## src/rtl/cs_pkg.sv

```systemverilog
package cs_pkg;
    // slot array geometry
    localparam int unsigned SLOTS = 16;
    localparam int unsigned RES_W = 12;
    localparam int unsigned CNT_W = 8;

    // register byte offsets within the 256-byte window
    localparam logic [7:0] OFF_CTRL = 8'h00;
    localparam logic [7:0] OFF_FLAGS = 8'h04;
    localparam logic [7:0] OFF_IE = 8'h08;
    localparam logic [7:0] OFF_VECTOR = 8'h0C;
    localparam logic [7:0] OFF_STATUS = 8'h10;
    localparam logic [1:0] AREA_SLOTCTL = 2'h1;
    localparam logic [1:0] AREA_RESULT = 2'h2;

    // control word fields
    localparam int unsigned CTL_MODE_LSB = 0;
    localparam int unsigned CTL_ENABLE = 2;
    localparam int unsigned CTL_SW_START = 3;
    localparam int unsigned CTL_MULTI = 4;
    localparam int unsigned CTL_TRIG_SRC = 5;
    localparam int unsigned CTL_GLOBAL_IE = 6;
    localparam int unsigned CTL_OV_IE = 7;
    localparam int unsigned CTL_TOV_IE = 8;
    localparam int unsigned CTL_REF_ON = 9;
    localparam int unsigned CTL_START_LSB = 12;

    // slot control fields
    localparam int unsigned SC_CHAN_LSB = 0;
    localparam int unsigned SC_SEQ_END = 7;

    // reset values
    localparam logic [15:0] CTRL_RST = 16'h0000;
    localparam logic [15:0] IE_RST = 16'h0000;
    localparam logic [7:0] SLOTCTL_RST = 8'h00;

    // conversion_mode_sel codes
    localparam logic [1:0] MODE_SINGLE = 2'h0;
    localparam logic [1:0] MODE_SEQ_ONCE = 2'h1;
    localparam logic [1:0] MODE_REPEAT_SINGLE = 2'h2;
    localparam logic [1:0] MODE_REPEAT_SEQ = 2'h3;

    localparam logic [3:0] TEMP_CHANNEL = 4'hA;

    // irq_vector_word values
    localparam logic [5:0] VEC_NONE = 6'h00;
    localparam logic [5:0] VEC_OV = 6'h02;
    localparam logic [5:0] VEC_TOV = 6'h04;
    localparam logic [5:0] VEC_FLAG_BASE = 6'h06;

    // sampling window of the sample timer
    localparam int unsigned CLK_PERIOD_NS = 20;
    localparam int unsigned SAMPLE_TIME_NS = 80;
    localparam int unsigned SAMPLE_CYC = (SAMPLE_TIME_NS + CLK_PERIOD_NS - 1) / CLK_PERIOD_NS;

    typedef enum logic [1:0] {CS_IDLE, CS_SAMPLE, CS_CONVERT, CS_SEQ_WAIT} cs_phase_e;

    typedef struct packed {
        logic start;
        logic abort;
        logic [3:0] channel;
    } cs_conv_req_s;

    typedef struct packed {
        logic done;
        logic [RES_W-1:0] data;
    } cs_conv_res_s;

    // highest enabled pending source wins; overwrite first, then overrun, then slot 0 upward
    function automatic logic [5:0] cs_vector(input logic ov, input logic tov, input logic [SLOTS-1:0] pend);
        logic [5:0] v;
        v = VEC_NONE;
        for (int i = SLOTS - 1; i >= 0; i--) begin
            if (pend[i]) v = VEC_FLAG_BASE + 6'(2 * i);
        end
        if (tov) v = VEC_TOV;
        if (ov) v = VEC_OV;
        return v;
    endfunction : cs_vector
endpackage : cs_pkg

```

## src/rtl/cs_seq.sv

```systemverilog
// The AHB-Lite interface to the registers and the register addresses are this design's own decisions.
`timescale 1ns/1ns
`default_nettype none
// Contract
// - mode select: 00 single once, 01 sequence once, 10 single repeat, 11 sequence repeat
// - software start retriggers single-shot modes; other triggers need enable toggled
// - sequence-once fills consecutive slots from start slot, halts after end-marked slot
// - repeat-single converts continuously into the start slot, overwriting it
// - repeat-sequence ends each pass at end-marked slot; next trigger restarts
// - multi-sample: first trigger edge starts, later conversions start automatically
// - multi-sample ignores edges until a sequence-once run is done or enable toggled
// - clearing enable in single-once mode aborts at once; software waits busy first
// - clearing enable in repeat-single finishes current conversion then stops
// - clearing enable in sequence modes stops only when the sequence ends
// - mode zero with enable cleared aborts any activity immediately
// - without end-marked slot, software selects single mode before clearing enable
// - channel 1010 powers the reference, leaving pin and reference selection alone
// - eighteen irq sources: sixteen result flags, overwrite, timing overrun
// - result write sets slot flag; request needs slot enable and global enable
// - overwrite on unread slot rewrite; overrun on trigger during conversion
// - dma pulse per conversion in single modes, per sequence in sequence modes
// - vector word reports highest enabled pending source; disabled ones ignored
// - vector access clears overwrite or overrun if highest; flags untouched
// - result read clears its flag; software may also clear flags
// - remaining enabled pending sources keep requesting after one is serviced
// - vector: 0 none, 2 overwrite, 4 overrun, 6 upward in twos for slots
// - slot pointer advances per conversion in sequence modes, wraps 15 to 0 without end mark
module cs_seq #(
    parameter int unsigned SAMPLE_CYCLES = cs_pkg::SAMPLE_CYC
) (
    input wire logic hclk,
    input wire logic hresetn,
    input wire logic ce,
    input wire logic hsel,
    input wire logic [31:0] haddr,
    input wire logic [1:0] htrans,
    input wire logic hwrite,
    input wire logic [2:0] hsize,
    input wire logic [31:0] hwdata,
    input wire logic hready,
    output logic [31:0] hrdata,
    output logic hreadyout,
    output logic hresp,
    input wire logic sample_trigger_input,
    input wire cs_pkg::cs_conv_res_s conv_res,
    output cs_pkg::cs_conv_req_s conv_req,
    output logic busy,
    output logic dma_trigger,
    output logic irq_req,
    output logic ref_power_on
);
    import cs_pkg::*;

    typedef struct packed {
        cs_phase_e phase;
        logic [15:0] ctrl;
        logic [SLOTS-1:0] ie;
        logic [SLOTS-1:0] flags;
        logic [SLOTS-1:0] unread;
        logic ov;
        logic tov;
        logic [SLOTS-1:0][7:0] slotctl;
        logic [SLOTS-1:0][RES_W-1:0] result;
        logic [3:0] ptr;
        logic [CNT_W-1:0] samp_cnt;
        logic armed;
        logic multi_lock;
        logic en_prev;
        logic dma;
        logic conv_start;
        logic conv_abort;
        logic dph_sel;
        logic dph_wr;
        logic [7:0] dph_addr;
        logic [31:0] rdata;
    } cs_state_s;

    cs_state_s s_ff;
    cs_state_s nxt_s;

    logic trig_level;
    logic trig_rise;
    logic take;
    logic wr;
    logic [15:0] ctrl_now;
    logic [1:0] mode;
    logic en;
    logic en_rise;
    logic sw_trig;
    logic trig;
    logic multi_on;
    logic abort_now;
    logic conv_wr;
    logic seq_end_now;
    logic vec_access;
    logic [5:0] vec_now;
    logic [3:0] rd_idx;
    logic [3:0] wr_idx;
    logic [31:0] rd_mux;

    // trigger pin crosses into hclk through three stages
    cs_sync3 u_trig_sync (
        .hclk(hclk),
        .hresetn(hresetn),
        .ce(ce),
        .din(sample_trigger_input),
        .level(trig_level),
        .rise(trig_rise)
    );

    // bus phases: address taken when selected and ready, write data lands one cycle later
    assign take = hsel & htrans[1] & hready;
    assign wr = s_ff.dph_sel & s_ff.dph_wr;
    assign rd_idx = haddr[5:2];
    assign wr_idx = s_ff.dph_addr[5:2];
    assign vec_access = take && (haddr[7:0] == OFF_VECTOR);

    // a control write takes effect for the sequencer in its own data phase
    always_comb begin
        ctrl_now = s_ff.ctrl;
        if (wr && s_ff.dph_addr == OFF_CTRL) begin
            ctrl_now = hwdata[15:0];
            ctrl_now[CTL_SW_START] = 1'b0; // start bit is a strobe, never stored
        end
    end

    assign mode = ctrl_now[CTL_MODE_LSB +: 2];
    assign en = ctrl_now[CTL_ENABLE];
    assign en_rise = en & ~s_ff.en_prev;
    assign sw_trig = wr && s_ff.dph_addr == OFF_CTRL && hwdata[CTL_SW_START];
    assign trig = ctrl_now[CTL_TRIG_SRC] ? trig_rise : sw_trig;
    assign multi_on = ctrl_now[CTL_MULTI] && mode != MODE_SINGLE;
    assign abort_now = !en && mode == MODE_SINGLE && s_ff.phase != CS_IDLE;
    assign conv_wr = s_ff.phase == CS_CONVERT && conv_res.done && !abort_now;
    assign seq_end_now = s_ff.slotctl[s_ff.ptr][SC_SEQ_END];

    // disabled sources never reach the vector
    assign vec_now = cs_vector(s_ff.ov & s_ff.ctrl[CTL_OV_IE], s_ff.tov & s_ff.ctrl[CTL_TOV_IE],
                               s_ff.flags & s_ff.ie);

    // read mux sampled at the address phase so hrdata comes from a flop
    always_comb begin
        rd_mux = 32'h0000_0000;
        if (haddr[7:6] == AREA_SLOTCTL) begin
            rd_mux = {24'h00_0000, s_ff.slotctl[rd_idx]};
        end else if (haddr[7:6] == AREA_RESULT) begin
            rd_mux = {20'h0_0000, s_ff.result[rd_idx]};
        end else begin
            unique case (haddr[7:0])
                OFF_CTRL: rd_mux = {16'h0000, s_ff.ctrl};
                OFF_FLAGS: rd_mux = {16'h0000, s_ff.flags};
                OFF_IE: rd_mux = {16'h0000, s_ff.ie};
                OFF_VECTOR: rd_mux = {26'h000_0000, vec_now};
                OFF_STATUS: rd_mux = {29'h0000_0000, trig_level, ref_power_on, busy};
                default: rd_mux = 32'h0000_0000;
            endcase
        end
    end

    // next state: clears first, hardware sets after, so a set in the same cycle wins
    always_comb begin
        nxt_s = s_ff;
        nxt_s.dma = 1'b0;
        nxt_s.conv_start = 1'b0;
        nxt_s.conv_abort = 1'b0;
        nxt_s.dph_sel = take;
        nxt_s.dph_wr = hwrite;
        nxt_s.dph_addr = haddr[7:0];
        if (take && !hwrite) begin
            nxt_s.rdata = rd_mux;
        end
        nxt_s.ctrl = ctrl_now;
        nxt_s.en_prev = en;
        // software writes
        if (wr && s_ff.dph_addr == OFF_IE) begin
            nxt_s.ie = hwdata[15:0];
        end
        if (wr && s_ff.dph_addr == OFF_FLAGS) begin
            nxt_s.flags = s_ff.flags & ~hwdata[15:0];
        end
        if (wr && s_ff.dph_addr[7:6] == AREA_SLOTCTL) begin
            nxt_s.slotctl[wr_idx] = hwdata[7:0];
        end
        // reading a result slot retires its flag
        if (take && !hwrite && haddr[7:6] == AREA_RESULT) begin
            nxt_s.flags[rd_idx] = 1'b0;
            nxt_s.unread[rd_idx] = 1'b0;
        end
        // vector access retires only overwrite or overrun, and only the one that stands highest
        if (vec_access) begin
            if (vec_now == VEC_OV) begin
                nxt_s.ov = 1'b0;
            end else if (vec_now == VEC_TOV) begin
                nxt_s.tov = 1'b0;
            end
        end
        // enable toggled: re-arm hardware triggers and release the multi-sample lock
        if (en_rise) begin
            nxt_s.armed = 1'b1;
            nxt_s.multi_lock = 1'b0;
        end
        unique case (s_ff.phase)
            CS_IDLE: begin
                if (trig && en && (!ctrl_now[CTL_TRIG_SRC] || s_ff.armed) && !s_ff.multi_lock) begin
                    nxt_s.phase = CS_SAMPLE;
                    nxt_s.ptr = ctrl_now[CTL_START_LSB +: 4];
                    nxt_s.samp_cnt = '0;
                    nxt_s.multi_lock = multi_on;
                end
            end
            CS_SEQ_WAIT: begin
                // mid-sequence without multi-sample: each conversion waits for its trigger
                if (trig && !s_ff.multi_lock) begin
                    nxt_s.phase = CS_SAMPLE;
                    nxt_s.samp_cnt = '0;
                end
            end
            CS_SAMPLE: begin
                if (trig && !s_ff.multi_lock) begin
                    nxt_s.tov = 1'b1;
                end
                if (s_ff.samp_cnt == CNT_W'(SAMPLE_CYCLES - 1)) begin
                    nxt_s.phase = CS_CONVERT;
                    nxt_s.conv_start = 1'b1;
                end else begin
                    nxt_s.samp_cnt = s_ff.samp_cnt + 1'b1;
                end
            end
            CS_CONVERT: begin
                if (trig && !s_ff.multi_lock) begin
                    nxt_s.tov = 1'b1;
                end
                if (conv_wr) begin
                    if (s_ff.unread[s_ff.ptr]) begin
                        nxt_s.ov = 1'b1;
                    end
                    nxt_s.result[s_ff.ptr] = conv_res.data;
                    nxt_s.flags[s_ff.ptr] = 1'b1;
                    nxt_s.unread[s_ff.ptr] = 1'b1;
                    nxt_s.samp_cnt = '0;
                    if (!mode[0]) begin
                        // single-channel modes: one dma pulse per conversion
                        nxt_s.dma = 1'b1;
                        if (mode == MODE_REPEAT_SINGLE && en && multi_on) begin
                            nxt_s.phase = CS_SAMPLE;
                        end else begin
                            nxt_s.phase = CS_IDLE;
                        end
                        if (mode == MODE_SINGLE && ctrl_now[CTL_TRIG_SRC]) begin
                            nxt_s.armed = 1'b0;
                        end
                    end else if (seq_end_now) begin
                        // sequence complete; enable is only looked at here
                        nxt_s.dma = 1'b1;
                        nxt_s.ptr = ctrl_now[CTL_START_LSB +: 4];
                        if (mode == MODE_REPEAT_SEQ && en && multi_on) begin
                            nxt_s.phase = CS_SAMPLE;
                        end else begin
                            nxt_s.phase = CS_IDLE;
                        end
                        if (mode == MODE_SEQ_ONCE) begin
                            nxt_s.multi_lock = 1'b0;
                            nxt_s.armed = !ctrl_now[CTL_TRIG_SRC];
                        end
                    end else begin
                        // no end mark: pointer wraps from 15 to 0 and enable alone cannot stop it
                        nxt_s.ptr = s_ff.ptr + 4'h1;
                        nxt_s.phase = multi_on ? CS_SAMPLE : CS_SEQ_WAIT;
                    end
                end
            end
        endcase
        // immediate stop; the result in flight is dropped, the core is told to quit
        if (abort_now) begin
            nxt_s.phase = CS_IDLE;
            nxt_s.conv_abort = 1'b1;
            nxt_s.conv_start = 1'b0;
        end
    end

    always_ff @(posedge hclk or negedge hresetn) begin
        if (!hresetn) begin
            s_ff <= '0;
            s_ff.phase <= CS_IDLE;
            s_ff.ctrl <= CTRL_RST;
            s_ff.ie <= IE_RST;
            s_ff.slotctl <= {SLOTS{SLOTCTL_RST}};
        end else if (ce) begin
            s_ff <= nxt_s;
        end
    end

    // outputs; slave is zero-wait and always answers okay
    assign hrdata = s_ff.rdata;
    assign hreadyout = 1'b1;
    assign hresp = 1'b0;
    assign busy = s_ff.phase != CS_IDLE;
    assign dma_trigger = s_ff.dma;
    assign irq_req = s_ff.ctrl[CTL_GLOBAL_IE] && vec_now != VEC_NONE;
    assign conv_req.start = s_ff.conv_start;
    assign conv_req.abort = s_ff.conv_abort;
    assign conv_req.channel = s_ff.slotctl[s_ff.ptr][SC_CHAN_LSB +: 4];
    // temperature channel powers the reference only; selection and pin are left alone
    assign ref_power_on = s_ff.ctrl[CTL_REF_ON] || (busy && conv_req.channel == TEMP_CHANNEL);
endmodule : cs_seq
`default_nettype wire

```

## src/rtl/cs_sync3.sv

```systemverilog
`timescale 1ns/1ns
`default_nettype none
module cs_sync3 (
    input wire logic hclk,
    input wire logic hresetn,
    input wire logic ce,
    input wire logic din,
    output logic level,
    output logic rise
);
    typedef struct packed {
        logic [2:0] sh;
        logic lvl;
        logic rise;
    } cs_sync_s;

    cs_sync_s s_ff;
    cs_sync_s nxt_s;

    // stage 0 feeds only stage 1; the level moves once stages 1 and 2 agree
    always_comb begin
        nxt_s = s_ff;
        nxt_s.sh = {s_ff.sh[1:0], din};
        nxt_s.rise = 1'b0;
        if (s_ff.sh[2] == s_ff.sh[1]) begin
            nxt_s.lvl = s_ff.sh[2];
            nxt_s.rise = s_ff.sh[2] & ~s_ff.lvl;
        end
    end

    always_ff @(posedge hclk or negedge hresetn) begin
        if (!hresetn) begin
            s_ff <= '0;
        end else if (ce) begin
            s_ff <= nxt_s;
        end
    end

    assign level = s_ff.lvl;
    assign rise = s_ff.rise;
endmodule : cs_sync3
`default_nettype wire

```

## config.mk

```make
export PLATFORM = sky130hd
export DESIGN_NAME = cs_seq
export DESIGN_NICKNAME = d
export VERILOG_FILES = /design/src/rtl/cs_pkg.sv /design/src/rtl/cs_seq.sv /design/src/rtl/cs_sync3.sv
export SDC_FILE = /design/constraint.sdc
export NUM_CORES = 1
export LEC_CHECK = 0
export ABC_AREA = 1
export BUFFER_PORTS_ARGS = -buffer_cell sky130_fd_sc_hd__buf_4
export CAP_MARGIN = 40
export CORE_UTILIZATION = 35
export CTS_CLUSTER_SIZE = 12
export DETAILED_ROUTE_END_ITERATION = 16
export GPL_ROUTABILITY_DRIVEN = 0
export GPL_TIMING_DRIVEN = 1
export HOLD_SLACK_MARGIN = 0.15
export MAX_ROUTING_LAYER = met4
export SLEW_MARGIN = 20
export SYNTH_ARGS = -nofsm -noshare
export SYNTH_HDL_FRONTEND = slang
export SYNTH_SLANG_ARGS = --single-unit
```

## constraint.sdc

```tcl
create_clock -name hclk -period 4.32 [get_ports hclk]
set_input_delay 0.432 -clock hclk [delete_from_list [all_inputs] [get_ports hclk]]
set_output_delay 0.432 -clock hclk [all_outputs]
set_load 0.05 [all_outputs]
```

* Word-level counts from Yosys, hierarchy flattened *
Index checks and enable logic that the tools add are counted.

word-level totals
  register bits after elaboration = 452
  bits in latches = 0
  RAM bits = 0
  bits in read-only memories = 0
  bits of input ports = 89
  output and inout bits = 44
  word-level logic and storage cells = 249
  memories kept = 0

operators by class
  $add $sub $neg = 2
  multipliers = 0
  divide/modulo/power cells = 0
  order comparisons = 6
  eq/ne operators = 29
  shift operators = 0
  multiplexer cells = 88
  bitwise logic cells = 17
  reduce and logical (&&, ||, !) cells = 52

operators with widths
  cell                  count
  $bwmux W192           1
  $bwmux W128           1
  $mux W6               18
  $pmux W16 S5          1
  $mux W33              2
  $and A16 B16 Y16      4
  $bmux W8 S4           2
  $mux W16              4
  $bmux W12 S4          1
  $demux W12 S4         1
  $mux W8               5
  $mux W12              3
  $demux W8 S4          1
  $mux W32              1
  $not A16 Y16          2
  $or A16 B16 Y16       2
  $pmux W8 S4           1
  $logic_and A1 B1 Y1   27
  $mux W2               13
  $eq A8 B4 Y1 const B  3
  $mux W1               24
  $eq A8 B3 Y1 const B  2
  $logic_not A8 Y1      2
  $lt A4 B5 Y1 const B  3
  31 further kinds      70

* Longest topological paths before layout *
  word-level depth = 26
  depth in mapped cells = 22
  mapped depth without buffers = 22

* Cells and area by module *
A second synthesis with hierarchy kept.

second synthesis, totals
  cells, all modules = 2575
  area, all modules = 21390.5 sq um

modules (own cells, without submodules)
  module    instances  cells an instance  area each (sq um)  sequential area each (sq um)
  cs_seq    1          2550               21186.6            10760.3
  cs_sync3  1          25                 203.9              125.1

* Worst setup path after synthesis *
Ideal clock, no wire load.

  path type = register to output
  from = register s_ff[56] (netlist name)
  to = output ref_power_on
  data arrival time = 2.479 ns
  data required time = 3.888 ns
  path slack = 1.409 ns
  cell stages (with the launch flop) = 11
  path buffers = 2
  cells stage by stage = dfrtp_1 > inv_1 > clkbuf_1 > clkbuf_1 > a21oi_1 > o21ai_0 > o21ai_0 > nand2_1 > nand4_1 > nand3_1 > nand2_1

RTL lines
  element                 line           source
  start, declared         cs_seq.sv:78   cs_state_s s_ff;
  start signal, assigned  cs_seq.sv:289  s_ff <= nxt_s;
  end, declared           cs_seq.sv:50   output logic ref_power_on

* Final worst setup path *
  from = register s_ff[56] (netlist name)
  to = output ref_power_on

on the way
  word-level cells in the longest chain between the ends = 5

ends and longest elaborated chain
  element                        line           source
  $bmux W8 S4                    cs_seq.sv:302  assign conv_req.channel = s_ff.slotctl[s_ff.ptr][SC_CHAN_LSB +: 4];
  $mux W8 (not written as such)  cs_seq.sv:302
  $eq A4 B4 Y1                   cs_seq.sv:304  assign ref_power_on = s_ff.ctrl[CTL_REF_ON] || (busy && conv_req.channel == TEMP_CHANNEL);
  $logic_and A1 B1 Y1            cs_seq.sv:304
  $logic_or A1 B1 Y1             cs_seq.sv:304

Every way passes these cells. The select of a mux whose other input is x is not followed.

==> results_dict.tcl <==
set metrics [dict create \
    portBuffers 70 \
    worstPathCellList "clkinv_1, buf_4, a21oi_1, o21ai_0, o21ai_0, nand2_1, nand2_1, inv_1, nand2_1, nor2_1, nand3_1, nand2_1, buf_4" \
    worst_slew_pin_slew_ns 0.961 \
    crit_arrival_ns 3.13 \
    rows 90 \
    detailed_place_hpwl_mm 44.4 \
    yosysUniqueCellTypes 58 \
    postCtsHoldBufs 16 \
    synth_cells 2538 \
    synth_common_cells "586 x nand2_1, 435 x dfrtp_1, 391 x o21ai_0, 174 x nand3_1, 149 x inv_1" \
    final_util 0.399 \
    p_switching_uw 2760 \
    drive_above_1_share 0.111 \
    p_sw_frac 0.287 \
    synth_top_area_share 0.510 \
    synth.ff_latch_count 435 \
    slew-limit-headroom 0.359 \
    synth_most_common_cell "nand2_1" \
    cp-start-kind "flip-flop" \
    peakVddDrop_mv 0.275 \
    start_util 0.354 \
    cts_tree "built" \
    cpLargestDelayFamily "buffers and inverters" \
    setup_viol 0 \
    ys_seq_area_frac 0.510 \
    cp_max_fo 69 \
    clkLatencyLatePin_ns 0.60 \
    htree_levels 2 \
    cts.clk_slew.worst_paths_ns 0.05 \
    cp-end-kind "primary output" \
    cpPeakStageDelay_ns 0.54 \
    hold_class "input pin to flip-flop" \
    cp_slowest_cell "buf_4" \
    outcome "complete, no violations" \
    synthArstFlopShare 1.00 \
    path_common_cell "nand2_1" \
    synth_edf_count 0 \
    cts_made_buffers 48 \
    postCtsSetupRepairBufs 0 \
    combPwrFrac 0.135 \
    via_per_inst 5.60 \
    fin_tns_setup_ns 0 \
    die_area_um2 62000 \
    totalWireLength_mm 69.7 \
    maxCapViolCount 0 \
    grtUsageTotal 0.230 \
    hold_violations 0 \
    grt_pass1_vias 18200 \
    finalCriticalPeriod_ns 3.56 \
    p_int_uw 6860 \
    grt-ovfl-total 0 \
    drtPass1Iterations 8 \
    power.leakage_uw 0.0108 \
    wl_per_cell_um 20.7 \
    die_w_um 249 \
    clock_skew_ns 0.0243 \
    core_area_um2 60400 \
    yosys_warnings 0 \
    synthFlopType "dfrtp_1" \
    synth_area_leaders "dfrtp_1 51%, nand2_1 10%, o21ai_0 9.2%" \
    syn-cell-area_um2 21300 \
    crit_type "flip-flop to primary output" \
    p_per_area_nw_per_um2 400 \
    seq_power_share 0.447 \
    antenna_found_initial 1 \
    ctsResizeCount 0 \
    avgSynthCellArea_um2 8.41 \
    cp_num_buf_inv 4 \
    cts_sinks 435 \
    hold_slack_ns 0.177 \
    ios 133 \
    required_ns 3.89 \
    rsz0062_at_grt "false" \
    grt_max_degree 114 \
    clockBufferDepth 3 \
    p_clk_frac 0.417 \
    fmax_mhz 281 \
    final_max_slew_viol_count 0 \
    grt_pass1_wl_mm 108 \
    die_y_um 249 \
    vias 18800 \
    drt_iter0_markers 2235 \
    drc 0 \
    syn2layout_area_growth_pct 12.7 \
    drtAntennaViolNets 0 \
    finalCritPeriodShare 0.825 \
    layout.nets 2642 \
    synth_area_leader_cell "dfrtp_1" \
    clock_tree.root_cell "clkbuf_16" \
]
stage by stage:
step,std cells,setup slack [ns],power (µW),cell area [µm²]
final,3362,0.758,9630,24100
after global routing,3362,0.641,9990,24100
after CTS,3360,0.695,9690,24000
after detailed placement,3259,1.20,5660,22400
after global placement,3259,1.10,5620,22400
after floorplan,2554,1.41,5180,21400
power by group through the flow:
stage	clock network, µW	logic (µW)	registers (µW)
after floorplan	0	831	4350
after global placement	0	1260	4370
after detailed placement	0	1280	4380
after CTS	4080	1300	4300
after global routing	4260	1410	4320
final	4020	1300	4310
area by class of cell:
cell class | instances | area, µm²
Fill cell | 6025 | 36300
Sequential cell | 435 | 10900
Multi-Input combinational cell | 1762 | 8920
Clock buffer | 78 | 1480
Timing Repair Buffer | 138 | 1160
Tap cell | 782 | 978
Inverter | 159 | 597
Clock inverter | 7 | 45.0
Antenna cell | 1 | 2.50
cell usage in the layout (no fill, tap or decap), types with 4 or more instances in the layout:
master,netlist,routed
a21oi_1,62,62
a221oi_1,9,9
a22o_1,5,5
a22oi_1,68,68
a31oi_1,36,36
a41oi_1,4,4
buf_12,1,6
buf_4,42,114
clkbuf_1,112,15
clkbuf_16,0,49
clkbuf_8,0,14
clkinv_1,5,6
clkinv_2,0,4
conb_1,2,18
dfrtp_1,435,435
dlygate4sd3_1,0,16
ha_1,9,9
inv_1,149,148
inv_2,5,5
nand2_1,586,586
nand3_1,174,174
nand3_2,4,4
nand3_4,7,7
nand4_1,18,18
nor2_1,127,125
nor2_2,5,5
nor2_4,3,5
nor3_1,16,15
nor4_1,6,6
o211ai_1,18,18
o21ai_0,391,391
o21ai_1,57,57
o21ai_2,50,50
o22ai_1,38,38
o31ai_1,13,13
or2_2,5,5
xor2_1,4,4
sequential cells by signal, summed over array words and instances, names as in the netlist:
name               flops
s_ff                 411
hrdata                16
conv_req               2
u_trig_sync.nxt_s      2
dma_trigger            1
u_trig_sync.level      1
u_trig_sync.rise       1
u_trig_sync.s_ff       1
metal layers:
| layer | vias to the layer above | track usage | wire [µm] |
|---|---|---|---|
| met3 | 177 | 0.0373 | 5800 |
| met2 | 833 | 0.344 | 31400 |
| met1 | 9217 | 0.312 | 30000 |
| met5 | - | - | 0 |
| met4 | 0 | 0.0861 | 2480 |
| li1 | 8591 | - | - |
worst paths after layout:
| kind | slack (ns) | depth (start not counted) | to | start |
|---|---|---|---|---|
| worst min register to register | 0.47 | 2 | s_ff[40]$_DFFE_PN0P_ | s_ff[40]$_DFFE_PN0P_ |
| max in group asynchronous | 2.58 | 3 | s_ff[227]$_DFFE_PN0P_ | hresetn |
| worst min-delay path | 0.18 | 4 | u_trig_sync.nxt_s[4]$_DFFE_PN0P_ | ce |
| min in group asynchronous | 0.53 | 2 | s_ff[260]$_DFFE_PN0P_ | hresetn |
| worst max register to register | 1.12 | 14 | s_ff[228]$_DFFE_PN0P_ | s_ff[35]$_DFFE_PN0P_ |
| worst max-delay path | 0.76 | 13 | ref_power_on | s_ff[56]$_DFFE_PN0P_ |
kinds of logic (layout without fill, tap and decap cells):
logic type / count (synthesis) / in the layout / synth area share
buf+inv: 357 / 382 / 0.0766
other cells: 2 / 19 / 0.000352
xor+xnor: 5 / 5 / 0.00205
mux: 2 / 2 / 0.000938
flops: 435 / 435 / 0.510
fa+ha+maj: 9 / 9 / 0.00527
compound gates: 764 / 764 / 0.209
simple gates: 964 / 964 / 0.196
tightest hold or removal path, cell delays in order:
cell and delay (ns):
buf_4 0.08, inv_1 0.09, nand2_1 0.08, nand2_1 0.05
(Power assumes the default switching activity.)
